<file path="src/shared/gsr_pkg.sv">
// constants and types shared by the sensor end and the timing controller end
// What this block does
// - all pixels reset together for common integration
// - all pixels sampled to storage at once
// - readout proceeds one row at a time
// - pipelined mode overlaps integration with prior readout
// - frame readout opens with frame overhead interval
// - row overhead interval precedes each row readout
// - nondestructive mode reads pixels repeatedly without reset
// - power-up flushes 1024 column, 2048 row pulses
// - latched-up device recovers once clocked
// - controller starts clocking right after power-on
// - seven-bit value sets output dc reference
// - one bit selects one or two outputs
// - frame sync starts frame, resyncs row address
// - row step clock rising edge selects next row
// - line sync starts row at column start rounded down to even
// - column clock set for 33 MHz runs at 50 MHz after the divider, giving 100 MHz pixels
package gsr_pkg;
    localparam int CLK_MHZ = 100;
    localparam int FLUSH_COLS = 1024;
    localparam int FLUSH_ROWS = 2048;
    localparam int FRAME_OVH_NS = 5000;
    localparam int ROW_OVH_NS = 200;
    localparam int FRAME_OVH_CYC = (FRAME_OVH_NS * CLK_MHZ + 999) / 1000;
    localparam int ROW_OVH_CYC = (ROW_OVH_NS * CLK_MHZ + 999) / 1000;
    localparam int COL_CLK_MHZ = 33;
    // column clock half period in reference cycles, rounded down, not clamped, so it is 0 when COL_CLK_MHZ exceeds half of CLK_MHZ
    localparam int COL_HALF_CYC = CLK_MHZ / (2 * COL_CLK_MHZ);
    localparam int DC_REF_W = 7;
    localparam logic [6:0] DC_REF_RESET = 7'h40;
    localparam int ROWS = 2048;
    localparam int COLS = 2048;
    localparam int ADDR_W = 11;
    typedef enum logic [3:0]
    {
        GSR_POWER = 4'h0,
        GSR_FLUSH = 4'h1,
        GSR_SUPPLY = 4'h2,
        GSR_RESET = 4'h3,
        GSR_INTEG = 4'h4,
        GSR_FOH = 4'h5,
        GSR_ROH = 4'h6,
        GSR_LINE = 4'h7,
        GSR_NEXT = 4'h8,
        GSR_IDLE = 4'h9
    } gsr_state_e;
endpackage

</file>
<file path="src/shared/gsr_if.sv">
// link between sensor readout end and external timing controller end
interface gsr_if;
    logic vdd_on;
    logic supplies_on;
    logic col_clk;
    logic row_clk;
    logic frame_sync;
    logic line_sync;
    logic pixel_reset;
    logic pixel_sample;
    logic [6:0] dc_ref;
    logic dual_out;
    logic ndr_mode;
    logic latched;
    logic [10:0] row_addr;
    logic [10:0] col_addr;
    logic pix_valid;
    modport sensor
    (
        input vdd_on, supplies_on, col_clk, row_clk, frame_sync, line_sync,
        input pixel_reset, pixel_sample, dc_ref, dual_out, ndr_mode,
        output latched, row_addr, col_addr, pix_valid
    );
    modport ctrl
    (
        output vdd_on, supplies_on, col_clk, row_clk, frame_sync, line_sync,
        output pixel_reset, pixel_sample, dc_ref, dual_out, ndr_mode,
        input latched, row_addr, col_addr, pix_valid
    );
endinterface

</file>
<file path="src/verilog/gsr_ctrl.sv">
// timing controller end: power-up flush, exposure and row-by-row readout
module gsr_ctrl
#(
    parameter int ROWS = gsr_pkg::ROWS,
    parameter int COLS = gsr_pkg::COLS,
    parameter int FLUSH_COLS = gsr_pkg::FLUSH_COLS,
    parameter int FLUSH_ROWS = gsr_pkg::FLUSH_ROWS,
    parameter int INTEG_CYC = 1000
)
(
    input wire logic ref_clk_in,
    input wire logic reset_in,
    gsr_if.ctrl link,
    input wire logic start_in,
    input wire logic pipelined_in,
    input wire logic ndr_in,
    input wire logic dual_out_in,
    input wire logic [6:0] dc_ref_in,
    input wire logic [15:0] frame_ovh_in,
    input wire logic [15:0] row_ovh_in,
    output logic ready_out,
    output logic busy_out,
    output logic frame_done_out
);
    gsr_pkg::gsr_state_e state_reg;
    logic [15:0] cnt_reg;
    logic [11:0] row_cnt_reg;
    logic [11:0] col_cnt_reg;
    logic [11:0] row_flush_reg;
    logic [3:0] div_reg;
    logic col_clk_reg;
    logic row_clk_reg;
    logic [31:0] integ_reg;
    logic half_tick;
    assign half_tick = (div_reg == 4'(gsr_pkg::COL_HALF_CYC - 1));

    // column clock from a divider that runs from reset on; the clock toggles only in GSR_FLUSH and GSR_LINE
    always_ff @(posedge ref_clk_in)
    begin
        if (reset_in)
            div_reg <= '0;
        else
            div_reg <= half_tick ? '0 : div_reg + 4'h1;
    end

    always_ff @(posedge ref_clk_in)
    begin
        if (reset_in)
            integ_reg <= '0;
        // exposure is timed from the reset pulse, or from the frame overhead
        // where the next exposure overlaps this readout
        else if (state_reg == gsr_pkg::GSR_IDLE ||
            state_reg == gsr_pkg::GSR_RESET || state_reg == gsr_pkg::GSR_FOH)
            integ_reg <= '0;
        else if (integ_reg != 32'(INTEG_CYC))
            integ_reg <= integ_reg + 32'h1;
    end

    always_ff @(posedge ref_clk_in)
    begin
        if (reset_in)
        begin
            state_reg <= gsr_pkg::GSR_POWER;
            cnt_reg <= '0;
            row_cnt_reg <= '0;
            col_cnt_reg <= '0;
            row_flush_reg <= '0;
            col_clk_reg <= 1'b0;
            row_clk_reg <= 1'b0;
            link.vdd_on <= 1'b0;
            link.supplies_on <= 1'b0;
            link.frame_sync <= 1'b0;
            link.line_sync <= 1'b0;
            link.pixel_reset <= 1'b0;
            link.pixel_sample <= 1'b0;
            ready_out <= 1'b0;
            busy_out <= 1'b0;
            frame_done_out <= 1'b0;
        end
        else
        begin
            link.frame_sync <= 1'b0;
            link.line_sync <= 1'b0;
            link.pixel_reset <= 1'b0;
            link.pixel_sample <= 1'b0;
            frame_done_out <= 1'b0;
            unique case (state_reg)
                gsr_pkg::GSR_POWER:
                begin
                    link.vdd_on <= 1'b1;
                    state_reg <= gsr_pkg::GSR_FLUSH;
                end
                gsr_pkg::GSR_FLUSH:
                begin
                    // each clock counts its own rises and parks low at its
                    // count, so the shorter column flush cannot restart
                    if (half_tick)
                    begin
                        if (col_clk_reg)
                            col_clk_reg <= 1'b0;
                        else if (col_cnt_reg != 12'(FLUSH_COLS))
                        begin
                            col_clk_reg <= 1'b1;
                            col_cnt_reg <= col_cnt_reg + 12'h001;
                        end
                        if (row_clk_reg)
                            row_clk_reg <= 1'b0;
                        else if (row_flush_reg != 12'(FLUSH_ROWS))
                        begin
                            row_clk_reg <= 1'b1;
                            row_flush_reg <= row_flush_reg + 12'h001;
                        end
                    end
                    if (col_cnt_reg == 12'(FLUSH_COLS) && !col_clk_reg &&
                        row_flush_reg == 12'(FLUSH_ROWS) && !row_clk_reg)
                        state_reg <= gsr_pkg::GSR_SUPPLY;
                end
                gsr_pkg::GSR_SUPPLY:
                begin
                    link.supplies_on <= 1'b1;
                    ready_out <= 1'b1;
                    state_reg <= gsr_pkg::GSR_IDLE;
                end
                gsr_pkg::GSR_IDLE:
                    if (start_in)
                    begin
                        busy_out <= 1'b1;
                        link.pixel_reset <= 1'b1;
                        state_reg <= gsr_pkg::GSR_INTEG;
                    end
                gsr_pkg::GSR_RESET:
                begin
                    link.pixel_reset <= 1'b1;
                    state_reg <= gsr_pkg::GSR_INTEG;
                end
                gsr_pkg::GSR_INTEG:
                    if (integ_reg == 32'(INTEG_CYC))
                    begin
                        link.pixel_sample <= 1'b1;
                        link.frame_sync <= 1'b1;
                        cnt_reg <= frame_ovh_in;
                        row_cnt_reg <= '0;
                        state_reg <= gsr_pkg::GSR_FOH;
                    end
                gsr_pkg::GSR_FOH:
                begin
                    // pipelined: next frame's exposure restarts here
                    if (pipelined_in && !ndr_in)
                        link.pixel_reset <= 1'b1;
                    cnt_reg <= row_ovh_in;
                    if (cnt_reg <= 16'h0001)
                        state_reg <= gsr_pkg::GSR_ROH;
                    else
                        cnt_reg <= cnt_reg - 16'h0001;
                end
                gsr_pkg::GSR_ROH:
                    if (cnt_reg <= 16'h0001)
                    begin
                        link.line_sync <= 1'b1;
                        col_cnt_reg <= '0;
                        state_reg <= gsr_pkg::GSR_LINE;
                    end
                    else
                        cnt_reg <= cnt_reg - 16'h0001;
                gsr_pkg::GSR_LINE:
                    if (half_tick)
                    begin
                        col_clk_reg <= ~col_clk_reg;
                        if (!col_clk_reg)
                            col_cnt_reg <= col_cnt_reg + 12'h002;
                        if (col_clk_reg && col_cnt_reg >= 12'(COLS))
                        begin
                            row_clk_reg <= 1'b1;
                            state_reg <= gsr_pkg::GSR_NEXT;
                        end
                    end
                gsr_pkg::GSR_NEXT:
                begin
                    row_clk_reg <= 1'b0;
                    cnt_reg <= row_ovh_in;
                    row_cnt_reg <= row_cnt_reg + 12'h001;
                    if (row_cnt_reg == 12'(ROWS - 1))
                    begin
                        frame_done_out <= 1'b1;
                        busy_out <= start_in;
                        // nondestructive reads again without a new reset
                        if (!start_in)
                            state_reg <= gsr_pkg::GSR_IDLE;
                        else if (ndr_in || pipelined_in)
                            state_reg <= gsr_pkg::GSR_INTEG;
                        else
                            state_reg <= gsr_pkg::GSR_RESET;
                    end
                    else
                        state_reg <= gsr_pkg::GSR_ROH;
                end
                default:
                    state_reg <= gsr_pkg::GSR_POWER;
            endcase
        end
    end

    assign link.col_clk = col_clk_reg;
    assign link.row_clk = row_clk_reg;
    assign link.dc_ref = dc_ref_in;
    assign link.dual_out = dual_out_in;
    assign link.ndr_mode = ndr_in;
endmodule

</file>
<file path="src/flat_wrapper.sv">
// flat-port wrapper written by rule: the top's interface ports become plain ports
module gsr_ctrl_flat 
#(
    parameter int ROWS = gsr_pkg::ROWS,
    parameter int COLS = gsr_pkg::COLS,
    parameter int FLUSH_COLS = gsr_pkg::FLUSH_COLS,
    parameter int FLUSH_ROWS = gsr_pkg::FLUSH_ROWS,
    parameter int INTEG_CYC = 1000
)
  (ref_clk_in, reset_in, start_in, pipelined_in, ndr_in, dual_out_in, dc_ref_in, frame_ovh_in, row_ovh_in, ready_out, busy_out, frame_done_out, link_vdd_on, link_supplies_on, link_col_clk, link_row_clk, link_frame_sync, link_line_sync, link_pixel_reset, link_pixel_sample, link_dc_ref, link_dual_out, link_ndr_mode, link_latched, link_row_addr, link_col_addr, link_pix_valid);
  gsr_if link_i ();
  input wire logic ref_clk_in;
  input wire logic reset_in;
  input wire logic start_in;
  input wire logic pipelined_in;
  input wire logic ndr_in;
  input wire logic dual_out_in;
  input wire logic [6:0] dc_ref_in;
  input wire logic [15:0] frame_ovh_in;
  input wire logic [15:0] row_ovh_in;
  output logic ready_out;
  output logic busy_out;
  output logic frame_done_out;
  output wire logic [$bits(link_i.vdd_on)-1:0] link_vdd_on;
  output wire logic [$bits(link_i.supplies_on)-1:0] link_supplies_on;
  output wire logic [$bits(link_i.col_clk)-1:0] link_col_clk;
  output wire logic [$bits(link_i.row_clk)-1:0] link_row_clk;
  output wire logic [$bits(link_i.frame_sync)-1:0] link_frame_sync;
  output wire logic [$bits(link_i.line_sync)-1:0] link_line_sync;
  output wire logic [$bits(link_i.pixel_reset)-1:0] link_pixel_reset;
  output wire logic [$bits(link_i.pixel_sample)-1:0] link_pixel_sample;
  output wire logic [$bits(link_i.dc_ref)-1:0] link_dc_ref;
  output wire logic [$bits(link_i.dual_out)-1:0] link_dual_out;
  output wire logic [$bits(link_i.ndr_mode)-1:0] link_ndr_mode;
  input wire logic [$bits(link_i.latched)-1:0] link_latched;
  input wire logic [$bits(link_i.row_addr)-1:0] link_row_addr;
  input wire logic [$bits(link_i.col_addr)-1:0] link_col_addr;
  input wire logic [$bits(link_i.pix_valid)-1:0] link_pix_valid;
  assign link_vdd_on = link_i.vdd_on;
  assign link_supplies_on = link_i.supplies_on;
  assign link_col_clk = link_i.col_clk;
  assign link_row_clk = link_i.row_clk;
  assign link_frame_sync = link_i.frame_sync;
  assign link_line_sync = link_i.line_sync;
  assign link_pixel_reset = link_i.pixel_reset;
  assign link_pixel_sample = link_i.pixel_sample;
  assign link_dc_ref = link_i.dc_ref;
  assign link_dual_out = link_i.dual_out;
  assign link_ndr_mode = link_i.ndr_mode;
  assign link_i.latched = link_latched;
  assign link_i.row_addr = link_row_addr;
  assign link_i.col_addr = link_col_addr;
  assign link_i.pix_valid = link_pix_valid;
  gsr_ctrl #(.ROWS(ROWS), .COLS(COLS), .FLUSH_COLS(FLUSH_COLS), .FLUSH_ROWS(FLUSH_ROWS), .INTEG_CYC(INTEG_CYC)) u_core (.ref_clk_in(ref_clk_in), .reset_in(reset_in), .link(link_i), .start_in(start_in), .pipelined_in(pipelined_in), .ndr_in(ndr_in), .dual_out_in(dual_out_in), .dc_ref_in(dc_ref_in), .frame_ovh_in(frame_ovh_in), .row_ovh_in(row_ovh_in), .ready_out(ready_out), .busy_out(busy_out), .frame_done_out(frame_done_out));
endmodule
</file>
<file path="config.mk">
export PLATFORM = sky130hd
export DESIGN_NAME = gsr_ctrl_flat
export DESIGN_NICKNAME = d
export VERILOG_FILES = /design/src/shared/gsr_pkg.sv /design/src/shared/gsr_if.sv /design/src/verilog/gsr_ctrl.sv /design/src/flat_wrapper.sv
export SDC_FILE = /design/constraint.sdc
export NUM_CORES = 1
export LEC_CHECK = 0
export ABC_AREA = 1
export ABC_CLOCK_PERIOD_IN_PS = 5500
export BUFFER_PORTS_ARGS = -buffer_cell sky130_fd_sc_hd__buf_2
export CAP_MARGIN = 20
export CORE_UTILIZATION = 60
export CTS_CLUSTER_DIAMETER = 200
export DETAILED_ROUTE_END_ITERATION = 10
export PLACE_DENSITY_LB_ADDON = 0.2
export RECOVER_POWER = 25
export REMOVE_ABC_BUFFERS = 1
export SLEW_MARGIN = 20
export SYNTH_ARGS = -nofsm -noshare
export SYNTH_HDL_FRONTEND = slang
export SYNTH_SLANG_ARGS = --single-unit
</file>
<file path="constraint.sdc">
create_clock -name ref_clk_in -period 5.5 [get_ports ref_clk_in]
set_clock_uncertainty 0.1 [all_clocks]
set_input_delay 1.1 -clock ref_clk_in [delete_from_list [all_inputs] [get_ports ref_clk_in]]
set_output_delay 1.1 -clock ref_clk_in [all_outputs]
set_load 0.1 [all_outputs]
</file>
==> impl_metrics.py, run 1 <==
metrics = {
    "yosys": {
        "synth_warnings": 0,
        "synth_area_um2": 6420,
        "synth.distinct_cells": 46,
        "ys_seq_area_frac": 0.315,
        "ys_ff_latch": 101,
        "async_reset_ff_frac": 0,
        "postSynthCellCount": 1016,
        "synth_edf_count": 0,
        "ys.flop_type": "dfxtp_1",
        "postSynthAreaPerCell_um2": 6.32,
    },
    "run_status": {
        "status": "finished, violations left",
        "violations": "capacitance limit",
    },
    "sta": {
        "slew_violations": 0,
        "rsz0062_at_grt": "false",
        "slew-limit-headroom": 0.0125,
        "fmax_mhz": 289,
        "hold_viol_final": 0,
        "setup_viol": 0,
        "period_needed_ps": 3460,
        "min_period_over_period": 0.630,
        "tns_ps": 0,
        "worst_pin_slew_ps": 1480,
        "finalWorstSetupSlack_ps": 2040,
    },
    "final_layout": {
        "layout_common_cells": "287 x nand2_1, 148 x nor2_1, 101 x dfxtp_1",
        "n_antenna_cell": 0,
        "fin_cells": 1181,
        "largest_reg_flops": 32,
        "final_net_count": 1122,
        "drive_gt1_frac": 0.107,
        "final_common_cell": "nand2_1",
        "syn_to_final_growth_pct": 7.03,
        "nFillCells": 996,
    },
    "hold_path": {
        "hp-class": "reg -> reg",
    },
    "worst_setup_path": {
        "crit_type": "reg -> reg",
        "cp_top_family": "simple AND/OR/NAND/NOR gates",
        "crit_required_ps": 5720,
        "cp_max_fo": 22,
        "cp-start-kind": "register",
        "crit_top_cell": "nand2_1",
        "crit_chain": "nor2_1, nand2_1, nor2_1, inv_1, nand2_1, nand2_1, nand3_1, nand2_1, a21oi_1",
        "cp-end-kind": "register",
        "max_stage_delay_ps": 1100,
        "critPathArrivalTime_ps": 3680,
        "path_buf_inv": 1,
        "cp_slowest_cell": "nor2_1",
    },
    "floorplanning": {
        "dieArea_um2": 11100,
        "num_rows": 37,
        "core_area_um2": 10400,
        "start_util": 0.619,
        "fp.dieH_um": 105,
        "die-width_um": 105,
        "io_pins": 89,
    },
    "drt": {
        "via_count": 6317,
        "ant_nets": 0,
        "drtPass1Iterations": 4,
        "wirelength_um": 14700,
        "drc": 0,
        "drt_first_iter_violations": 378,
        "vias_per_cell": 5.35,
        "routedWlPerCell_um": 12.4,
    },
    "clocking": {
        "root_buffer": "clkbuf_8",
        "clockBufferDepth": 2,
        "cts_hold_repair.buffers": 0,
        "htreeDepth": 3,
        "insertion_delay_ps": 390,
        "post_cts_buffers": 0,
        "cts_resized": 0,
        "cts.sink_count": 101,
        "cts_tree": "built",
        "cts_buffers": 9,
        "cts.clk_slew.worst_paths_ps": 100,
    },
    "global_route": {
        "grt_usage": 0.280,
        "grt_max_degree": 43,
        "overflow": 0,
        "antenna_found_initial": 0,
        "grt_pass1_wl_um": 25600,
        "grt_pass1_vias": 5808,
    },
    "placed_design": {
        "gp_congestion": 0.913,
        "io_buffers": 48,
        "place_inst": 1166,
        "hpwl_um": 10600,
        "place_ws_ps": 2660,
    },
    "flow_run": {
        "drv_cap": 1,
    },
    "power_and_ir_drop": {
        "ir_drop_v": 0.000336,
        "p_leak_nw": 2.79,
        "powerDensity_nw_per_um2": 425,
    },
}
layout make-up:
type / count / area, µm² / share of cell area
inverters: 96 / 363 / 0.0528
flip-flops and latches: 101 / 2020 / 0.294
repair buffers: 49 / 248 / 0.0360
well taps: 136 / 170 / 0.0248
clock buffers: 11 / 141 / 0.0206
multi-input cells: 784 / 3810 / 0.554
clock inverters: 4 / 120 / 0.0175
worst paths after layout:
check                           start                 end  slack, ps  cells after the start
hold / removal      u_core.div_reg[0]   u_core.div_reg[0]        380                      1
setup / recovery  u_core.state_reg[1]  u_core.cnt_reg[14]       2040                      9
setup reg to reg  u_core.state_reg[1]  u_core.cnt_reg[14]       2040                      9
hold reg to reg     u_core.div_reg[0]   u_core.div_reg[0]        380                      1
metal layers:
metal / track usage / share of wire / vias up
li1: - / - / 3349
met1: 0.367 / 0.49 / 2815
met5: 0 / 0 / -
met3: 0.0656 / 0.050 / 22
met2: 0.449 / 0.44 / 131
met4: 0.102 / 0.018 / 0
cell usage after synthesis, types with 2 or more instances:
library cell,count,area [µm²]
a211oi_1,3,22.5
a21oi_1,66,330
a21oi_2,6,52.6
a31oi_1,3,18.8
buf_2,9,45.0
buf_4,12,90.1
buf_6,3,33.8
clkbuf_1,11,41.3
dfxtp_1,101,2020
ha_1,12,150
inv_1,87,327
inv_2,7,26.3
nand2_1,287,1080
nand2_2,11,68.8
nand2_4,2,22.5
nand3_1,74,370
nand3b_1,5,37.5
nand4_1,27,169
nor2_1,145,544
nor2_2,5,31.3
nor2_4,4,45.0
nor2_8,2,40.0
nor3_1,18,90.1
nor3b_1,5,37.5
nor4_1,3,18.8
o211ai_1,2,15.0
o21a_1,3,22.5
o21ai_0,45,225
o21ai_1,8,40.0
o22ai_1,3,18.8
or2_2,13,81.3
or3_1,2,12.5
xnor2_1,6,52.6
xor2_1,14,123
per-stage QoR:
stage	power [mW]	cell area [µm²]	hold slack [ps]	utilization
after floorplan	2.03	6210	330	-
after global placement	2.29	6630	344	0.639
after detailed placement	2.31	6630	351	0.639
after CTS	2.93	6890	374	0.664
after global routing	3.18	6870	397	0.663
final	2.92	6870	376	0.663
where the power goes:
part | internal, mW | total (mW) | switching (mW)
clock | 0.358 | 0.620 | 0.262
combinational | 0.441 | 1.36 | 0.919
sequential | 0.821 | 0.943 | 0.122
total | 1.62 | 2.92 | 1.30
cell families after synthesis:
| family | Yosys count | synth area share |
|---|---|---|
| AOI/OAI and AO/OA | 145 | 0.125 |
| buffers and inverters | 131 | 0.0892 |
| DFF | 101 | 0.315 |
| adders and majority gates | 12 | 0.0234 |
| and+or+nand+nor | 607 | 0.420 |
| xor gates and xnor gates | 20 | 0.0273 |
No activity file was read; power rests on OpenSTA's default activity.
==> inputs of run 2 (changes only) <==
- ABC_CLOCK_PERIOD_IN_PS: 5500 -> 3350
- CORE_UTILIZATION: 60 -> 58
- clock period: 5.5 -> 3.35 ns (I/O delays scaled with it)
==> impl_metrics.py, run 2 (synthesis gave the netlist of run 1 again) <==
metrics = {
    "run_status": {
        "status": "complete, no violations",
    },
    "final_layout": {
        "nFillCells": 1044,
        "largest_reg_flops": 32,
        "drive_gt1_frac": 0.103,
        "final_area_um2": 6830,
        "final_common_cell": "nand2_1",
        "layout_common_cells": "287 x nand2_1, 146 x nor2_1, 101 x dfxtp_1",
        "final_net_count": 1124,
        "syn_to_final_growth_pct": 6.41,
    },
    "clocking": {
        "cts_tree": "built",
        "htreeDepth": 3,
        "cts_resized": 0,
        "cts.clk_slew.worst_paths_ps": 100,
        "cts_buffers": 9,
        "root_buffer": "clkbuf_8",
        "insertion_delay_ps": 400,
        "cts.sink_count": 101,
        "cts_hold_repair.buffers": 0,
        "clockBufferDepth": 2,
        "post_cts_buffers": 0,
    },
    "sta": {
        "hold_viol_final": 0,
        "rsz0062_at_grt": "false",
        "tns_ps": 0,
        "slew-limit-headroom": 0.0157,
        "slew_violations": 0,
        "period_needed_ps": 2550,
        "worst_pin_slew_ps": 1480,
        "min_period_over_period": 0.761,
        "setup_viol": 0,
        "fmax_mhz": 392,
    },
    "worst_setup_path": {
        "path_buf_inv": 2,
        "crit_required_ps": 3550,
        "cp_max_fo": 27,
        "cp_top_family": "buffers and inverters",
        "cp-end-kind": "register",
        "crit_type": "in -> reg",
        "critPathArrivalTime_ps": 2750,
        "cp_slowest_cell": "clkbuf_1",
        "max_stage_delay_ps": 1140,
        "crit_chain": "clkbuf_1, clkbuf_1, o21bai_1, a21oi_1",
        "cp-start-kind": "primary input",
        "crit_top_cell": "clkbuf_1",
    },
    "global_route": {
        "grt_usage": 0.285,
        "overflow": 0,
        "grt_pass1_wl_um": 26100,
        "grt_pass1_vias": 5843,
        "antenna_found_initial": 0,
        "grt_max_degree": 29,
    },
    "drt": {
        "drt_first_iter_violations": 377,
        "routedWlPerCell_um": 13.1,
        "via_count": 6432,
        "drtPass1Iterations": 5,
        "ant_nets": 0,
        "drc": 0,
        "wirelength_um": 15500,
        "vias_per_cell": 5.41,
    },
    "power_and_ir_drop": {
        "ir_drop_v": 0.000451,
        "p_leak_nw": 2.73,
        "powerDensity_nw_per_um2": 679,
    },
    "floorplanning": {
        "num_rows": 38,
        "dieArea_um2": 11500,
        "fp.dieH_um": 107,
        "die-width_um": 107,
        "io_pins": 89,
        "start_util": 0.595,
        "core_area_um2": 10800,
    },
    "placed_design": {
        "hpwl_um": 11300,
        "dpl_cell_area_um2": 6650,
        "gp_congestion": 0.888,
        "io_buffers": 48,
    },
    "flow_run": {
        "drv_cap": 0,
    },
    "hold_path": {
        "hp-class": "reg -> reg",
    },
}
-- run 2: metrics by stage --
| stage | total power, mW | instances | util | worst slack, ps | hold slack (ps) |
|---|---|---|---|---|---|
| global placement | 3.78 | 1172 | 0.616 | 1090 | 345 |
| finish | 4.64 | 1189 | 0.633 | 800 | 372 |
| floorplan | 3.33 | 981 | - | 1010 | 330 |
| detailed placement | 3.83 | 1172 | 0.616 | 1080 | 356 |
| CTS | 4.65 | 1188 | 0.634 | 1050 | 380 |
| global route | 5.02 | 1188 | 0.633 | 671 | 391 |
-- run 2: worst paths after layout --
check / startpoint / endpoint / slack (ps) / cells after the start
max reg2reg: u_core.cnt_reg[0] / u_core.cnt_reg[9] / 1040 / 12
min reg2reg: u_core.div_reg[0] / u_core.div_reg[0] / 370 / 1
min: u_core.div_reg[0] / u_core.div_reg[0] / 370 / 1
max: reset_in / u_core.row_flush_reg[2] / 800 / 4
-- run 2: worst reg2reg max path, delay by kind of cell, from the launching register on --
family / cells / cell delay [ps]
flip-flops: 1 / 460
AO/OA/AOI/OAI: 1 / 60
adder cells (fa/ha/maj): 1 / 240
AND/OR/NAND/NOR: 8 / 1000
buffers and inverters: 2 / 270
-- run 2: power breakdown --
part | leakage [nW] | internal (mW) | total [mW] | switching (mW)
Clock | 0.104 | 0.368 | 0.812 | 0.444
Combinational | 1.81 | 0.734 | 2.28 | 1.54
Sequential | 0.817 | 1.35 | 1.55 | 0.205
Total | 2.73 | 2.45 | 4.64 | 2.19
-- run 2: area by class of cell --
| class | instances | area (µm²) | area share |
|---|---|---|---|
| diodes | 1 | 2.50 | 0.000366 |
| clock buffers | 11 | 141 | 0.0207 |
| clock inverters | 5 | 57.6 | 0.00842 |
| inverters | 96 | 363 | 0.0531 |
| multi-input cells | 784 | 3820 | 0.560 |
| flip-flops and latches | 101 | 2020 | 0.296 |
| well taps | 140 | 175 | 0.0256 |
| repair buffers | 51 | 248 | 0.0363 |
-- run 2: per-layer routing --
metal	vias up	global-route usage	wire length, µm
met3	26	0.0821	875
met1	2903	0.354	6960
met4	0	0.0969	296
li1	3356	-	-
met5	-	0	0
met2	147	0.472	7390
